`config.mk`:
```
export PLATFORM = sky130hd
export DESIGN_NAME = saop_serial_audio_out
export DESIGN_NICKNAME = d
export VERILOG_FILES = /design/src/common/saop_pkg.sv /design/src/hw/saop_serial_audio_out.sv
export VERILOG_INCLUDE_DIRS = /design/src /design/src/common
export SDC_FILE = /design/constraint.sdc
export NUM_CORES = 1
export LEC_CHECK = 0
export BUFFER_PORTS_ARGS = -buffer_cell sky130_fd_sc_hd__buf_4
export CORE_ASPECT_RATIO = 0.6
export CORE_MARGIN = 2
export CORE_UTILIZATION = 51
export DETAILED_ROUTE_END_ITERATION = 10
export GPL_TIMING_DRIVEN = 1
export PLACE_DENSITY = 0.88
export SETUP_SLACK_MARGIN = 0.3
export SYNTH_ARGS = -nofsm -noshare
export SYNTH_HDL_FRONTEND = slang
export SYNTH_SLANG_ARGS = --single-unit
```
`constraint.sdc`:
```
create_clock -name clk -period 4.4 [get_ports clk]
set_input_delay 0.88 -clock clk [delete_from_list [all_inputs] [get_ports clk]]
set_output_delay 0.88 -clock clk [all_outputs]
set_load 0.05 [all_outputs]
```
`src/common/saop_params.svh`:
```
// Purpose: Named constants of the serial audio output port
// Assumes: Register byte address is four times the register index
// Notes:   Field positions are bit numbers inside the low byte or word
`ifndef SAOP_PARAMS_SVH
`define SAOP_PARAMS_SVH

// ----------------------------------------------------------------
// Register indices and byte addresses
// ----------------------------------------------------------------
`define SAOP_IDX_FORMAT   8'h05
`define SAOP_IDX_SPDIF    8'h06
`define SAOP_IDX_OPTIONS  8'h07
`define SAOP_IDX_CLKCTRL  8'h08
`define SAOP_IDX_STATUS   8'h09
`define SAOP_ADDR_LSB     2

// ----------------------------------------------------------------
// Field positions
// ----------------------------------------------------------------
`define SAOP_FMT_HI       7
`define SAOP_FMT_LO       5
`define SAOP_WS_DIR       4
`define SAOP_BCLK_DIR     3
`define SAOP_SP_VALID     7
`define SAOP_SP_ON        6
`define SAOP_SP_ACC_HI    5
`define SAOP_SP_ACC_LO    4
`define SAOP_SP_CTL_HI    3
`define SAOP_SP_CTL_LO    0
`define SAOP_OPT_LEFTHI   7
`define SAOP_OPT_DESCR    6
`define SAOP_OPT_INTERP   5
`define SAOP_OPT_FLAGSRC  3
`define SAOP_OPT_DMUTE    2
`define SAOP_OPT_SPMUTE   1
`define SAOP_CK_DIV_HI    7
`define SAOP_CK_DIV_LO    0
`define SAOP_CK_GATE      8
`define SAOP_CK_WSINV     9
`define SAOP_CK_DINV      10

// ----------------------------------------------------------------
// Reset values
// ----------------------------------------------------------------
`define SAOP_RST_BYTE     8'h00
`define SAOP_RST_CLKCTRL  11'h000

// ----------------------------------------------------------------
// Last bit index of each slot length
// ----------------------------------------------------------------
`define SAOP_SLOT16_LAST  6'd15
`define SAOP_SLOT24_LAST  6'd23
`define SAOP_SLOT32_LAST  6'd31

`endif

```
`src/common/saop_pkg.sv`:
```
// Purpose: Types shared by the serial audio output port
// Assumes: Used together with saop_params.svh
// Notes:   Format codes follow the three-bit format field
package saop_pkg;

  typedef enum logic [2:0] {
    SAOP_I2S_16  = 3'h0,
    SAOP_I2S_24  = 3'h1,
    SAOP_I2S_32  = 3'h2,
    SAOP_EIAJ_16 = 3'h3,
    SAOP_EIAJ_24 = 3'h4,
    SAOP_EIAJ_32 = 3'h5
  } saop_format_e;

  typedef logic [5:0] saop_bitcnt_t;

endpackage

```
`src/hw/saop_serial_audio_out.sv`:
```
// Purpose: Serial audio output port with APB register access
// Assumes: Decoded samples arrive on the clk domain; pins are asynchronous
// Notes:   Left word goes first; data changes on the falling bit-clock edge
`timescale 1ns/100ps
`include "saop_params.svh"

module saop_serial_audio_out
  import saop_pkg::*;
#(
  parameter int DIV_WIDTH = 8
) (
  // Clock and reset
  input  wire logic        clk,
  input  wire logic        resetn,
  // APB slave
  input  wire logic        psel,
  input  wire logic        penable,
  input  wire logic        pwrite,
  input  wire logic [11:0] paddr,
  input  wire logic [31:0] pwdata,
  output logic      [31:0] prdata,
  output logic             pready,
  output logic             pslverr,
  // Sample stream from the decoder FIFO
  input  wire logic [15:0] sampleData,
  input  wire logic        sampleFlagLsb,
  input  wire logic        sampleFlagMsb,
  input  wire logic        sampleValid,
  output logic             sampleTake,
  input  wire logic        edcOk,
  // Bit clock pin
  input  wire logic        bitClockIn,
  output logic             bitClockOut,
  output logic             bitClockOe_n,
  // Word select pin
  input  wire logic        wordSelectIn,
  output logic             wordSelectOut,
  output logic             wordSelectOe_n,
  // Serial data and flag pins
  output logic             serialDataOut,
  output logic             flagOut,
  output logic             fifoEmptyStopClock,
  // Controls towards the IEC958 encoder and decoder core
  output logic             spdifOutputEnable,
  output logic             spdifDataValid,
  output logic             spdifDataMute,
  output logic [1:0]       spdifClockAccuracy,
  output logic [3:0]       spdifControlBits,
  output logic             descrambleEnable,
  output logic             interpolationEnable
);

  // ----------------------------------------------------------------
  // Register file
  // ----------------------------------------------------------------
  logic [7:0]  formatCtrl_q, spdifCtrl_q, options_q, regIdx;
  logic [10:0] clkCtrl_q;
  logic [31:0] prdata_q;
  logic        pready_q, pslverr_q, stop_q, idxOk, wrEn;

  assign regIdx = paddr[`SAOP_ADDR_LSB +: 8];
  // Upper address bits must be zero so no register aliases higher up
  assign idxOk  = (paddr[`SAOP_ADDR_LSB-1:0] == 2'h0) && (paddr[11:`SAOP_ADDR_LSB+8] == 2'h0) &&
                  (regIdx >= `SAOP_IDX_FORMAT) && (regIdx <= `SAOP_IDX_STATUS);
  assign wrEn   = psel && penable && pready_q && pwrite && idxOk;

  // Zero wait states: pready rises in the access phase after setup
  always_ff @(posedge clk or negedge resetn) begin
    if (!resetn) begin
      pready_q  <= 1'b0;
      pslverr_q <= 1'b0;
      prdata_q  <= 32'h0;
    end else begin
      pready_q  <= psel && !penable;
      pslverr_q <= psel && !penable && !idxOk;
      if (psel && !penable) begin
        // Control registers are write only and read back as zero
        if (!pwrite && idxOk && regIdx == `SAOP_IDX_STATUS) begin
          prdata_q <= {30'h0, sampleValid, stop_q};
        end else begin
          prdata_q <= 32'h0;
        end
      end
    end
  end

  always_ff @(posedge clk or negedge resetn) begin
    if (!resetn) begin
      formatCtrl_q <= `SAOP_RST_BYTE;
      spdifCtrl_q  <= `SAOP_RST_BYTE;
      options_q    <= `SAOP_RST_BYTE;
      clkCtrl_q    <= `SAOP_RST_CLKCTRL;
    end else if (wrEn) begin
      case (regIdx)
        `SAOP_IDX_FORMAT:  formatCtrl_q <= {pwdata[7:3], 3'h0};
        `SAOP_IDX_SPDIF:   spdifCtrl_q  <= pwdata[7:0];
        `SAOP_IDX_OPTIONS: options_q    <= {pwdata[7:5], 1'b0, pwdata[3:1], 1'b0};
        `SAOP_IDX_CLKCTRL: clkCtrl_q    <= pwdata[10:0];
        default: ;
      endcase
    end
  end

  // ----------------------------------------------------------------
  // Decoded controls
  // ----------------------------------------------------------------
  logic [2:0]   fmtCode;
  logic         wsIsOut, bclkIsOut, eiaj;
  saop_bitcnt_t slotLast;

  assign fmtCode   = formatCtrl_q[`SAOP_FMT_HI:`SAOP_FMT_LO];
  assign wsIsOut   = formatCtrl_q[`SAOP_WS_DIR];
  assign bclkIsOut = formatCtrl_q[`SAOP_BCLK_DIR];

  always_comb begin
    // Codes above the six formats fall back to the first one
    eiaj = (fmtCode >= SAOP_EIAJ_16) && (fmtCode <= SAOP_EIAJ_32);
    case (saop_format_e'(fmtCode))
      SAOP_I2S_24, SAOP_EIAJ_24: slotLast = `SAOP_SLOT24_LAST;
      SAOP_I2S_32, SAOP_EIAJ_32: slotLast = `SAOP_SLOT32_LAST;
      default:                   slotLast = `SAOP_SLOT16_LAST;
    endcase
  end

  // ----------------------------------------------------------------
  // Pin synchronisers
  // ----------------------------------------------------------------
  logic [1:0] bclkSync_q, wsSync_q;
  logic       bclkPrev_q, wsPrev_q, tick;

  always_ff @(posedge clk or negedge resetn) begin
    if (!resetn) begin
      bclkSync_q <= 2'h0;
      wsSync_q   <= 2'h0;
      bclkPrev_q <= 1'b0;
      wsPrev_q   <= 1'b0;
    end else begin
      bclkSync_q <= {bclkSync_q[0], bitClockIn};
      wsSync_q   <= {wsSync_q[0], wordSelectIn};
      bclkPrev_q <= bclkSync_q[1];
      if (tick) begin
        wsPrev_q <= wsSync_q[1];
      end
    end
  end

  // ----------------------------------------------------------------
  // Bit clock generation
  // ----------------------------------------------------------------
  logic [DIV_WIDTH-1:0] divCnt_q;
  logic                 bclkGen_q, genPause, genToggle;

  assign genPause  = clkCtrl_q[`SAOP_CK_GATE] && stop_q;
  assign genToggle = bclkIsOut && !genPause &&
                     (divCnt_q == clkCtrl_q[`SAOP_CK_DIV_HI:`SAOP_CK_DIV_LO]);

  // half period is the prescaler value plus one, in clk cycles
  always_ff @(posedge clk or negedge resetn) begin
    if (!resetn) begin
      divCnt_q  <= '0;
      bclkGen_q <= 1'b0;
    end else if (!bclkIsOut || genPause || genToggle) begin
      divCnt_q  <= '0;
      if (genToggle) begin
        bclkGen_q <= !bclkGen_q;
      end
    end else begin
      divCnt_q  <= divCnt_q + 1'b1;
    end
  end

  // data advances on the falling edge
  // slave mode follows the synchronised input clock
  assign tick = bclkIsOut ? (genToggle && bclkGen_q)
                          : (bclkPrev_q && !bclkSync_q[1]);

  // ----------------------------------------------------------------
  // Word engine
  // ----------------------------------------------------------------
  logic [15:0]  word_q, holdL_q, holdR_q, srcWord;
  logic         flagLsb_q, flagMsb_q, prevLsb_q, rightCh_q, take_q;
  logic         atEnd, wsEdge, loadNow, nextRight;
  saop_bitcnt_t bitCnt_q;

  // A format change can leave the count past the new slot end
  assign atEnd    = (bitCnt_q >= slotLast);
  // Slave word select restarts the slot on each change
  assign wsEdge   = !wsIsOut && (wsSync_q[1] != wsPrev_q);
  assign loadNow  = tick && (atEnd || wsEdge) && sampleValid;
  assign nextRight = wsEdge ? (wsSync_q[1] ^ !options_q[`SAOP_OPT_LEFTHI] ^
                               clkCtrl_q[`SAOP_CK_WSINV] ^ 1'b1) : !rightCh_q;

  // unreliable words repeat the last good sample of the channel
  always_comb begin
    srcWord = sampleData;
    if (options_q[`SAOP_OPT_INTERP] && (sampleFlagLsb || sampleFlagMsb)) begin
      srcWord = nextRight ? holdR_q : holdL_q;
    end
  end

  // stop indication follows underflow at the word boundary
  always_ff @(posedge clk or negedge resetn) begin
    if (!resetn) begin
      stop_q <= 1'b0;
    end else if (tick && (atEnd || wsEdge) && !sampleValid) begin
      stop_q <= 1'b1;
    end else if (sampleValid) begin
      stop_q <= 1'b0;
    end
  end

  // one word per slot of 16, 24 or 32 bit clocks
  always_ff @(posedge clk or negedge resetn) begin
    if (!resetn) begin
      bitCnt_q  <= '0;
      rightCh_q <= 1'b1;
      word_q    <= 16'h0;
      flagLsb_q <= 1'b0;
      flagMsb_q <= 1'b0;
      prevLsb_q <= 1'b0;
      take_q    <= 1'b0;
    end else begin
      take_q <= loadNow;
      if (loadNow) begin
        bitCnt_q  <= '0;
        rightCh_q <= nextRight;
        word_q    <= srcWord;
        flagLsb_q <= sampleFlagLsb;
        flagMsb_q <= sampleFlagMsb;
        prevLsb_q <= word_q[0];
      end else if (tick && !atEnd && !wsEdge) begin
        bitCnt_q  <= bitCnt_q + 6'd1;
      end
    end
  end

  always_ff @(posedge clk or negedge resetn) begin
    if (!resetn) begin
      holdL_q <= 16'h0;
      holdR_q <= 16'h0;
    end else if (loadNow && !sampleFlagLsb && !sampleFlagMsb) begin
      if (nextRight) begin
        holdR_q <= sampleData;
      end else begin
        holdL_q <= sampleData;
      end
    end
  end

  // ----------------------------------------------------------------
  // Serial bit selection
  // ----------------------------------------------------------------
  saop_bitcnt_t nextCnt;
  logic [15:0]  curWord;
  logic         curLsb, dataBit, inMsbHalf;
  logic [4:0]   pos;

  assign nextCnt = loadNow ? 6'd0 : (atEnd ? bitCnt_q : bitCnt_q + 6'd1);
  assign curWord = loadNow ? srcWord : word_q;
  assign curLsb  = loadNow ? word_q[0] : prevLsb_q;

  // I2S lags word select by one bit, EIAJ is right aligned
  always_comb begin
    dataBit   = 1'b0;
    inMsbHalf = 1'b0;
    pos       = 5'h0;
    if (eiaj) begin
      if (nextCnt + 6'd16 > slotLast) begin
        pos       = 5'(nextCnt + 6'd15 - slotLast);
        dataBit   = curWord[4'(5'd15 - pos)];
        inMsbHalf = pos < 5'd8;
      end
    end else if (nextCnt == 6'd0) begin
      dataBit = (slotLast == 6'd15) ? curLsb : 1'b0;
    end else if (nextCnt <= 6'd16) begin
      pos       = 5'(nextCnt - 6'd1);
      dataBit   = curWord[4'(5'd15 - pos)];
      inMsbHalf = pos < 5'd8;
    end
  end

  // ----------------------------------------------------------------
  // Output pins
  // ----------------------------------------------------------------
  logic dataPin_q, flag_pin_source_q, wsPin_q, bclkPin_q, bclkOe_q, wsOe_q;

  always_ff @(posedge clk or negedge resetn) begin
    if (!resetn) begin
      dataPin_q <= 1'b0;
      flag_pin_source_q <= 1'b0;
      wsPin_q   <= 1'b0;
    end else if (tick) begin
      dataPin_q <= (dataBit && !options_q[`SAOP_OPT_DMUTE]) ^ clkCtrl_q[`SAOP_CK_DINV];
      // flag of the half being shifted
      flag_pin_source_q <= options_q[`SAOP_OPT_FLAGSRC] ?
                   (inMsbHalf ? (loadNow ? sampleFlagMsb : flagMsb_q) : flagLsb_q) : edcOk;
      wsPin_q   <= (loadNow ? nextRight : rightCh_q) ^ options_q[`SAOP_OPT_LEFTHI] ^
                   clkCtrl_q[`SAOP_CK_WSINV];
    end
  end

  // pins driven only in master mode
  always_ff @(posedge clk or negedge resetn) begin
    if (!resetn) begin
      bclkPin_q <= 1'b0;
      bclkOe_q  <= 1'b1;
      wsOe_q    <= 1'b1;
    end else begin
      // Pin falls on the edge that moves data, never after it
      bclkPin_q <= bclkGen_q ^ genToggle;
      bclkOe_q  <= !bclkIsOut;
      wsOe_q    <= !wsIsOut;
    end
  end

  // ----------------------------------------------------------------
  // Control outputs
  // ----------------------------------------------------------------
  logic [9:0] ctlOut_q;

  always_ff @(posedge clk or negedge resetn) begin
    if (!resetn) begin
      ctlOut_q <= 10'h0;
    end else begin
      ctlOut_q <= {spdifCtrl_q[`SAOP_SP_VALID], spdifCtrl_q[`SAOP_SP_ON],
                   spdifCtrl_q[`SAOP_SP_ACC_HI:`SAOP_SP_ACC_LO],
                   spdifCtrl_q[`SAOP_SP_CTL_HI:`SAOP_SP_CTL_LO],
                   options_q[`SAOP_OPT_SPMUTE], options_q[`SAOP_OPT_DESCR]};
    end
  end

  assign prdata              = prdata_q;
  assign pready              = pready_q;
  assign pslverr             = pslverr_q;
  assign sampleTake          = take_q;
  assign bitClockOut         = bclkPin_q;
  assign bitClockOe_n        = bclkOe_q;
  assign wordSelectOut       = wsPin_q;
  assign wordSelectOe_n      = wsOe_q;
  assign serialDataOut       = dataPin_q;
  assign flagOut             = flag_pin_source_q;
  assign fifoEmptyStopClock  = stop_q;
  assign spdifDataValid      = ctlOut_q[9];
  assign spdifOutputEnable   = ctlOut_q[8];
  assign spdifClockAccuracy  = ctlOut_q[7:6];
  assign spdifControlBits    = ctlOut_q[5:2];
  assign spdifDataMute       = ctlOut_q[1];
  assign descrambleEnable    = ctlOut_q[0];
  assign interpolationEnable = options_q[`SAOP_OPT_INTERP];

endmodule

```
==> results by group, run 1 <==
Outcome
  – Status: completed

Placement
  – IO buf count: 72
  – Routability congestion estimate: 1.00
  – HPWL after detailed placement: 11.6 mm
  – Placed Area: 0.00729 sq mm

Routing
  – Total number of vias: 5123
  – Post-DR vias/cell: 5.81
  – Wirelength per Cell: 18.7 um
  – Antenna-violating nets left: 0
  – Detailed-route wire length: 16.5 mm
  – # DRC: 0
  – TritonRoute pass-1 iters: 4
  – 1st-iter DRT viols: 385

Power
  – Switching power: 0.00152 W
  – Power Dens Cells: 544 mW/mm^2
  – VDD IR-drop max: 267 uV
  – Clock power share: 0.320
  – Leak: 3.99 nW
  – P_int: 0.00290 W
  – Switching share of power: 0.345
  – Share of power burned in combinational logic: 0.344
  – Reg power frac: 0.336
  – Power Total: 0.00442 W

Critical path
  – Critical Path Most Common Cell: buf_6
  – Slowest-stage cell, CP: a2111oi_4
  – Max FO, Critical Path: 6
  – Worst R2R Path Depth: 17
  – Worst Path Arrival: 4.44 ns
  – CP delay by family, top: compound AO/OA/AOI/OAI gates
  – Slowest cell delay on critical path: 0.43 ns
  – Type of the worst setup path: flip-flop to flip-flop
  – CP bufs+invs: 3
  – Cell Chain, Critical Path: xor2_1 > nor4_2 > nand2_1 > nor2_2 > ha_2 > nand2_4 > a2111oi_4 > a2bb2oi_2 > ha_4 > buf_6 > buf_6 > a221o_1 > a311oi_2 > o31ai_2 > buf_4 > nand4_1 > or3b_1
  – Worst path required time: 4.70 ns
  – Stages on the worst setup path: 17
  – Setup slack, reg-to-reg: 0.26 ns
  – Crit start category: flip-flop
  – Crit path capture type: flip-flop

Clock tree
  – Htree depth: 4
  – Worst-Skew Late Latency: 0.43 ns
  – Clock Sinks: 125
  – Root Driver: clkbuf_16
  – Clock tree buffer depth: 2
  – Cts bufs inserted: 17
  – Cts hold-fix bufs: 0
  – CTS tree: yes
  – Clock transition at path regs: 0.06 ns

Synthesis
  – Cell taking the most area after synthesis: dfrtp_1
  – Top FF cell, synth: dfrtp_1
  – Yosys top cell area share: 0.464
  – #FFs+latches synth: 125
  – Post-synth EDFFs: 0
  – Post-synth ARST share: 1.00
  – Mean Syn Cell Area: 11.1 sq um
  – Synthesized cell area: 0.00657 sq mm
  – Post-Syn Instances: 594
  – Ys Warns: 0
  – Synth cell types: 78
  – Top cells by area, synth: dfrtp_1, mux2_2, buf_4
  – Register area share after synthesis: 0.476

Die
  – I/O pin count: 124
  – DIE AREA: 0.0138 sq mm
  – Die Y: 91.9 um
  – Die Width: 151 um
  – Initial Utilization: 0.518
  – Core area: 0.0127 sq mm
  – FP Rows: 32

Finish
  – Syn-to-layout area delta: 23.5%
  – Fin area: 0.00812 sq mm
  – Commonest non-fill, non-tap cell in the layout: dfrtp_1
  – Most frequent cells in the layout: dfrtp_1, buf_4, mux2_2, nor2_1, nand2_1
  – Nets: 781
  – Fill cells: 951
  – Diodes inserted: 0
  – Fraction of layout cells with a size suffix above 1: 0.348

Timing
  – Worst-Margin Slew: 0.853 ns
  – Unrepaired setup endpoints after global routing: yes
  – Max-slew violation count: 0
  – Skew final: 0.00957 ns
  – Final setup vio count: 0
  – Max Freq: 241 MHz
  – Tcrit/Tclk final: 0.942
  – Tmin final: 4.14 ns
  – Setup_tns: 0 ns
  – Max-Slew Margin vs Limit: 0.427
  – Final Hold Fails: 0

GRT
  – First-pass GRT wire length: 27.2 mm
  – GRT Resource Usage Total: 0.255
  – Initial antenna violation count: 0
  – Gr ovfl total: 0
  – Number of global-route vias before repair: 5237
  – Largest net degree at the start of global routing: 66

Worst hold path
  – Hold Path Depth: 0
  – Hold crit path type: flip-flop to flip-flop

Flow run
  – Max Cap Violations: 0
[cell type report]
class | instances | area, sq um | area share
Tap cell | 170 | 213 | 0.0262
Inverter | 18 | 72.6 | 0.00894
Clock inverter | 14 | 158 | 0.0194
Timing Repair Buffer | 105 | 812 | 0.100
Sequential cell | 125 | 3130 | 0.386
Clock buffer | 18 | 439 | 0.0541
Multi-Input combinational cell | 432 | 3290 | 0.406
[through the flow]
step           std cells  setup WS, ns  hold slack, ns   util
2_1_floorplan        623         0.324           0.331      -
3_3_place_gp         837        0.0324           0.333  0.575
3_5_place_dp         837       -0.0925           0.336  0.575
4_1_cts              879         0.291           0.350  0.638
5_1_grt              882        0.0889           0.354  0.640
6_report             882         0.257           0.351  0.640
[logic make-up after synthesis]
logic type,after synthesis,share of synthesized area
adder cells (fa/ha/maj),11,0.0209
other,1,0.000571
AND/OR/NAND/NOR,158,0.121
multiplexers,86,0.144
AO/OA/AOI/OAI,122,0.142
buffers and inverters,66,0.0603
flip-flops,125,0.476
XOR/XNOR,25,0.0345
[routing by layer]
| layer | vias up | GRT usage | routed length [um] | share of wire |
|---|---|---|---|---|
| li1 | 2320 | - | - | - |
| met3 | 25 | 0.0552 | 1330 | 0.081 |
| met4 | 0 | 0.0763 | 226 | 0.014 |
| met1 | 2559 | 0.376 | 7750 | 0.47 |
| met5 | - | 0 | 0 | 0 |
| met2 | 219 | 0.377 | 7170 | 0.43 |
[worst register-to-register path: cells and delay by family, from the launching register on]
kind	cells	cell delay (ns)
flops	1	0.40
compound gates	5	1.42
fa+ha+maj	2	0.46
simple gates	6	1.16
xor+xnor	1	0.18
buf+inv	3	0.40
[path summary, 6_finish.rpt]
check / end / start
max: serialDataOut$_DFFE_PN0N_ / divCnt_q[4]$_DFF_PN0_
min: wsSync_q[1]$_DFF_PN0_ / wsSync_q[0]$_DFF_PN0_
max reg2reg: serialDataOut$_DFFE_PN0N_ / divCnt_q[4]$_DFF_PN0_
min reg2reg: wsSync_q[1]$_DFF_PN0_ / wsSync_q[0]$_DFF_PN0_
max in group asynchronous: bitClockOe_n$_DFF_PN1_ / resetn
min in group asynchronous: word_q[5]$_DFF_PN0_ / resetn
[sequential cells by signal, summed over array words and instances (netlist names), 2 cells and up]
signal / count
wsSync_q: 2
bitCnt_q: 6
holdR_q: 16
clkCtrl_q: 11
divCnt_q: 8
holdL_q: 16
bclkSync_q: 2
word_q: 16
options_q: 6
ctlOut_q: 10
prdata: 2
spdifCtrl_q: 8
formatCtrl_q: 5
[power groups by stage]
stage / combinational (W) / clock, W / sequential, W
after floorplan: 0.000865 / 0 / 0.00147
after CTS: 0.00148 / 0.00143 / 0.00148
final: 0.00152 / 0.00142 / 0.00148
after global placement: 0.00126 / 0 / 0.00148
after global routing: 0.00162 / 0.00148 / 0.00151
after detailed placement: 0.00129 / 0 / 0.00150
[synth_stat cells, types with 5 or more instances]
cell type and n:
buf_4 31, mux2i_1 17, ha_1 11, clkbuf_1 6, a21oi_1 8, o21ai_0 32
nor2_1 47, a211oi_1 5, nand3_1 14, inv_1 16, nor3_1 6, nand2b_1 9
o211ai_1 7, mux2_2 63, nor4_1 6, xor2_1 17, a21o_1 6, dfrtp_1 122
mux2_1 6, a221o_1 6, buf_2 8, o22ai_1 6, nand2_1 43, xnor2_1 7
[what timing repair did]
| item | in CTS | in global routing |
|---|---|---|
| endpoints found under the setup margin | 2 | 2 |
| buffers inserted | 10 | 3 |
| pin swaps | 18 | 14 |
| resized for setup | 25 | 4 |
Power figures use the tool's default switching activity.
==> run 2: changes to the inputs <==
RECOVER_POWER = 25   (was unset)
==> results by group, run 2 (synthesis results as in run 1) <==
GRT
  – Largest net degree at the start of global routing: 66
  – Number of global-route vias before repair: 5237
  – Initial antenna violation count: 0
  – GRT Resource Usage Total: 0.255
  – First-pass GRT wire length: 27.2 mm
  – Gr ovfl total: 0

Finish
  – Register area: 0.00313 sq mm
  – Diodes inserted: 0
  – Fin area: 0.00812 sq mm
  – Most frequent cells in the layout: dfrtp_1, buf_4, mux2_2, nor2_1, nand2_1
  – Area of the multi-input gates: 0.00329 sq mm
  – Nets: 781
  – Largest regs: holdL_q x16, holdR_q x16, word_q x16
  – Fraction of layout cells with a size suffix above 1: 0.347
  – Syn-to-layout area delta: 23.5%
  – Commonest non-fill, non-tap cell in the layout: dfrtp_1
  – Fill cells: 952

Routing
  – Detailed-route wire length: 16.5 mm
  – Post-DR vias/cell: 5.82
  – # DRC: 0
  – TritonRoute pass-1 iters: 4
  – 1st-iter DRT viols: 385
  – Wirelength per Cell: 18.7 um
  – Antenna-violating nets left: 0
  – Total number of vias: 5133

Power
  – Leak: 3.98 nW
  – Switching share of power: 0.345
  – P_int: 0.00290 W
  – Clock power share: 0.321
  – VDD IR-drop max: 267 uV
  – Share of power burned in combinational logic: 0.344
  – Switching power: 0.00152 W
  – Reg power frac: 0.336
  – Power Dens Cells: 545 mW/mm^2

Die
  – DIE AREA: 0.0138 sq mm
  – Die Y: 91.9 um
  – Initial Utilization: 0.518
  – I/O pin count: 124
  – Core area: 0.0127 sq mm
  – FP Rows: 32
  – Die Width: 151 um

Critical path
  – Reg2reg end: serialDataOut$_DFFE_PN0N_
  – Worst R2R Path Depth: 17
  – Setup slack, reg-to-reg: 0.26 ns
  – Max FO, Critical Path: 6
  – RR Startpoint: divCnt_q[4]$_DFF_PN0_
  – Setup crit end: serialDataOut$_DFFE_PN0N_
  – Crit start category: flip-flop
  – Worst Path Arrival: 4.44 ns
  – Worst setup path start: divCnt_q[4]$_DFF_PN0_
  – Crit path capture type: flip-flop
  – Worst path required time: 4.70 ns
  – Type of the worst setup path: flip-flop to flip-flop

Flow run
  – Max Cap Violations: 1

Placement
  – Routability congestion estimate: 1.00
  – HPWL after detailed placement: 11.6 mm
  – IO buf count: 72
  – Placed Area: 0.00729 sq mm

Timing
  – Unrepaired setup endpoints after global routing: yes
  – Tmin final: 4.14 ns
  – Max-slew violation count: 61
  – Max Freq: 241 MHz
  – Fin Hold WS: 0.351 ns
  – Worst-Margin Slew: 3.40 ns
  – Skew final: 0.00958 ns
  – Tcrit/Tclk final: 0.941
  – Final Hold Fails: 0
  – Max-Slew Margin vs Limit: -1.26
  – Final setup vio count: 0

Clock tree
  – CTS tree: yes
  – Clock transition at path regs: 0.06 ns
  – Clock Sinks: 125
  – Cts bufs inserted: 17
  – Clock tree buffer depth: 2
  – Htree depth: 4
  – Worst-Skew Late Latency: 0.43 ns
  – Cts hold-fix bufs: 0
  – Root Driver: clkbuf_16

Outcome
  – Failing checks: max-capacitance violations, max-slew violations
  – Status: finished, violations left

Worst hold path
  – Hold crit path type: flip-flop to flip-flop
## run 2: changes by cell type in the layout (fill, tap and decap cells not counted), sizes merged
cell / before / now
buf: 105 / 101
clkbuf: 18 / 22
## run 2: repair_timing
item / CTS / global route
setup buffers: 10 / 3
pin swaps: 18 / 14
endpoints found under the hold margin: 0 / 0
setup endpoints to repair: 2 / 2
gates resized for setup: 25 / 4
## run 2: power groups by stage
stage / clock [W] / combinational (W) / sequential [W]
after floorplan: 0 / 0.000865 / 0.00147
after global placement: 0 / 0.00126 / 0.00148
after detailed placement: 0 / 0.00129 / 0.00150
after CTS: 0.00143 / 0.00148 / 0.00148
after global routing: 0.00148 / 0.00162 / 0.00151
final: 0.00142 / 0.00152 / 0.00148
## run 2: cell type report
cell class              instances  area share
repair buffers                105      0.0996
clock inverters                14      0.0194
clock buffers                  18      0.0541
flip-flops and latches        125       0.386
multi-input cells             432       0.406
inverters                      18     0.00894
well taps                     170      0.0262
## run 2: worst max-delay path, stage by stage (launching register included)
cell and delay, ns:
dfrtp_1 0.40, xor2_1 0.18, nor4_2 0.37, nand2_1 0.16
nor2_2 0.16, ha_2 0.22, nand2_4 0.06, a2111oi_4 0.43
a2bb2oi_2 0.25, ha_4 0.24, buf_6 0.12, buf_6 0.12
a221o_1 0.29, a311oi_2 0.29, o31ai_2 0.15, buf_4 0.16
nand4_1 0.06, or3b_1 0.35
## run 2: per-stage QoR
stage / cells / worst slack [ns] / total power (W) / utilization / setup TNS [ns]
detailed placement: 837 / -0.0925 / 0.00278 / 0.575 / -0.0925
CTS: 879 / 0.291 / 0.00439 / 0.638 / 0
global route: 882 / 0.0889 / 0.00461 / 0.639 / 0
global placement: 837 / 0.0324 / 0.00274 / 0.575 / 0
floorplan: 623 / 0.324 / 0.00234 / - / 0
finish: 882 / 0.258 / 0.00442 / 0.639 / 0
## run 2: how the worst min path moves through the flow
stage,start,cells past startpoint,to,slack [ns]
after floorplan,bclkSync_q[0]$_DFF_PN0_,0,bclkSync_q[1]$_DFF_PN0_,0.33
after global placement,wsSync_q[0]$_DFF_PN0_,0,wsSync_q[1]$_DFF_PN0_,0.33
after detailed placement,wsSync_q[0]$_DFF_PN0_,0,wsSync_q[1]$_DFF_PN0_,0.34
after CTS,wsSync_q[0]$_DFF_PN0_,0,wsSync_q[1]$_DFF_PN0_,0.35
after global routing,wsSync_q[0]$_DFF_PN0_,0,wsSync_q[1]$_DFF_PN0_,0.35
final,wsSync_q[0]$_DFF_PN0_,0,wsSync_q[1]$_DFF_PN0_,0.35
## run 2: metal layers
metal,vias up,wire length [um],GRT usage
met5,-,0,0
met4,0,221,0.0763
met3,25,1320,0.0552
met2,219,7150,0.377
met1,2569,7790,0.376
li1,2320,-,-
==> run 3: changes to the inputs <==
CORE_ASPECT_RATIO = unset   (was 0.6)
==> results by group, run 3 (synthesis results as in run 1) <==
GRT
  – Initial antenna violation count: 0
  – GRT Resource Usage Total: 0.232
  – Number of global-route vias before repair: 5186
  – Largest net degree at the start of global routing: 46
  – First-pass GRT wire length: 25.9 mm
  – Gr ovfl total: 0

Critical path
  – Max FO, Critical Path: 6
  – Worst R2R Path Depth: 15
  – Slowest cell delay on critical path: 0.51 ns
  – Stages on the worst setup path: 15
  – CP bufs+invs: 0
  – Type of the worst setup path: flip-flop to flip-flop
  – CP delay by family, top: compound AO/OA/AOI/OAI gates
  – Worst Path Arrival: 4.40 ns
  – Crit start category: flip-flop
  – Slowest-stage cell, CP: xnor2_1
  – Worst path required time: 4.70 ns
  – Crit path capture type: flip-flop
  – Cell Chain, Critical Path: nor2_2 > xor2_2 > ha_2 > a211oi_4 > nand3_1 > xnor2_1 > and2_1 > ha_1 > a21oi_1 > a41oi_1 > nor2_1 > a31o_2 > o21ai_2 > a31oi_1 > or3b_1

Routing
  – TritonRoute pass-1 iters: 5
  – # DRC: 0
  – Total number of vias: 5230
  – Antenna-violating nets left: 0
  – Post-DR vias/cell: 5.96
  – 1st-iter DRT viols: 427
  – Wirelength per Cell: 18.6 um
  – Detailed-route wire length: 16.3 mm

Power
  – VDD IR-drop max: 392 uV
  – Power Dens Cells: 527 mW/mm^2
  – Leak: 3.94 nW

Outcome
  – Failing checks: max-capacitance violations, max-slew violations
  – Status: finished, violations left

Timing
  – Fin Hold WS: 0.349 ns
  – Tcrit/Tclk final: 0.931
  – Unrepaired setup endpoints after global routing: yes
  – Worst-Margin Slew: 2.37 ns
  – Skew final: 0.00852 ns
  – Max-slew violation count: 46
  – Final Hold Fails: 0
  – Setup_tns: 0 ns
  – Max Freq: 244 MHz
  – Tmin final: 4.10 ns
  – Final setup vio count: 0
  – Max-Slew Margin vs Limit: -0.580

Die
  – Initial Utilization: 0.521
  – Die Width: 118 um
  – I/O pin count: 124
  – FP Rows: 41
  – Core area: 0.0126 sq mm
  – Die Y: 118 um
  – DIE AREA: 0.0138 sq mm

Clock tree
  – Cts bufs inserted: 17
  – Worst-Skew Late Latency: 0.42 ns
  – Clock Sinks: 125
  – Clock tree buffer depth: 2
  – Htree depth: 4
  – Cts hold-fix bufs: 0
  – Clock transition at path regs: 0.06 ns
  – Root Driver: clkbuf_16
  – CTS tree: yes

Finish
  – Fraction of layout cells with a size suffix above 1: 0.348
  – Syn-to-layout area delta: 23.1%
  – Largest regs: holdL_q x16, holdR_q x16, word_q x16
  – Fill cells: 894
  – Most frequent cells in the layout: dfrtp_1, buf_4, mux2_2, nor2_1, nand2_1
  – Diodes inserted: 0
  – Fin area: 0.00809 sq mm
  – Commonest non-fill, non-tap cell in the layout: dfrtp_1
  – Nets: 775

Placement
  – Routability congestion estimate: 0.881
  – HPWL after detailed placement: 11.0 mm
  – IO buf count: 72
  – Placed Area: 0.00725 sq mm

Worst hold path
  – Hold crit path type: flip-flop to flip-flop
  – Hold Path Depth: 0

Flow run
  – Max Cap Violations: 1
==> run 3: worst register-to-register path, cell delays in order, from the launching register on <==
cell and delay [ns]:
dfrtp_1 0.43, nor2_2 0.19, xor2_2 0.19, ha_2 0.35, a211oi_4 0.42, nand3_1 0.20
xnor2_1 0.51, and2_1 0.24, ha_1 0.20, a21oi_1 0.09, a41oi_1 0.21, nor2_1 0.07
a31o_2 0.23, o21ai_2 0.16, a31oi_1 0.10, or3b_1 0.38
==> run 3: cell type report <==
class	instances	area, sq um	share of cell area
Clock buffer	22	474	0.0586
Timing Repair Buffer	99	748	0.0925
Sequential cell	125	3130	0.387
Multi-Input combinational cell	432	3350	0.414
Clock inverter	10	88.8	0.0110
Inverter	18	80.1	0.00989
Tap cell	172	215	0.0266
==> run 3: stage by stage <==
step	std cells	total power [W]	setup slack, ns	utilization
2_1_floorplan	623	0.00234	0.324	-
3_3_place_gp	834	0.00262	0.261	0.574
6_report	878	0.00427	0.302	0.641
5_1_grt	878	0.00445	0.133	0.641
3_5_place_dp	834	0.00267	0.181	0.574
4_1_cts	868	0.00402	0.302	0.622
==> run 3: timing repair <==
item / 4_1_cts / 5_1_grt
setup buffers: 2 / 10
hold endpoints to repair: 0 / 0
setup endpoints to repair: 2 / 2
resized for setup: 7 / 32
pin swaps: 3 / 18
==> run 3: worst paths after layout <==
path	from	to	slack [ns]
worst min-delay path	wsSync_q[0]$_DFF_PN0_	wsSync_q[1]$_DFF_PN0_	0.35
max in group asynchronous	resetn	holdL_q[7]$_DFFE_PN0P_	1.23
min in group asynchronous	resetn	spdifCtrl_q[0]$_DFFE_PN0P_	1.16
worst max register to register	formatCtrl_q[5]$_DFFE_PN0P_	serialDataOut$_DFFE_PN0N_	0.30
worst min register to register	wsSync_q[0]$_DFF_PN0_	wsSync_q[1]$_DFF_PN0_	0.35
worst max-delay path	formatCtrl_q[5]$_DFFE_PN0P_	serialDataOut$_DFFE_PN0N_	0.30
==> run 3: layer usage <==
layer | GRT usage | share of wire
met1 | 0.285 | 0.40
met2 | 0.396 | 0.51
met3 | 0.0581 | 0.070
met4 | 0.0889 | 0.024
met5 | 0 | 0
==> run 3: where the power goes <==
part / switching, W / leakage, nW / total, W / internal, W
Clock: 0.000516 / 0.280 / 0.00134 / 0.000819
Combinational: 0.000791 / 2.02 / 0.00144 / 0.000650
Sequential: 0.000155 / 1.65 / 0.00149 / 0.00134
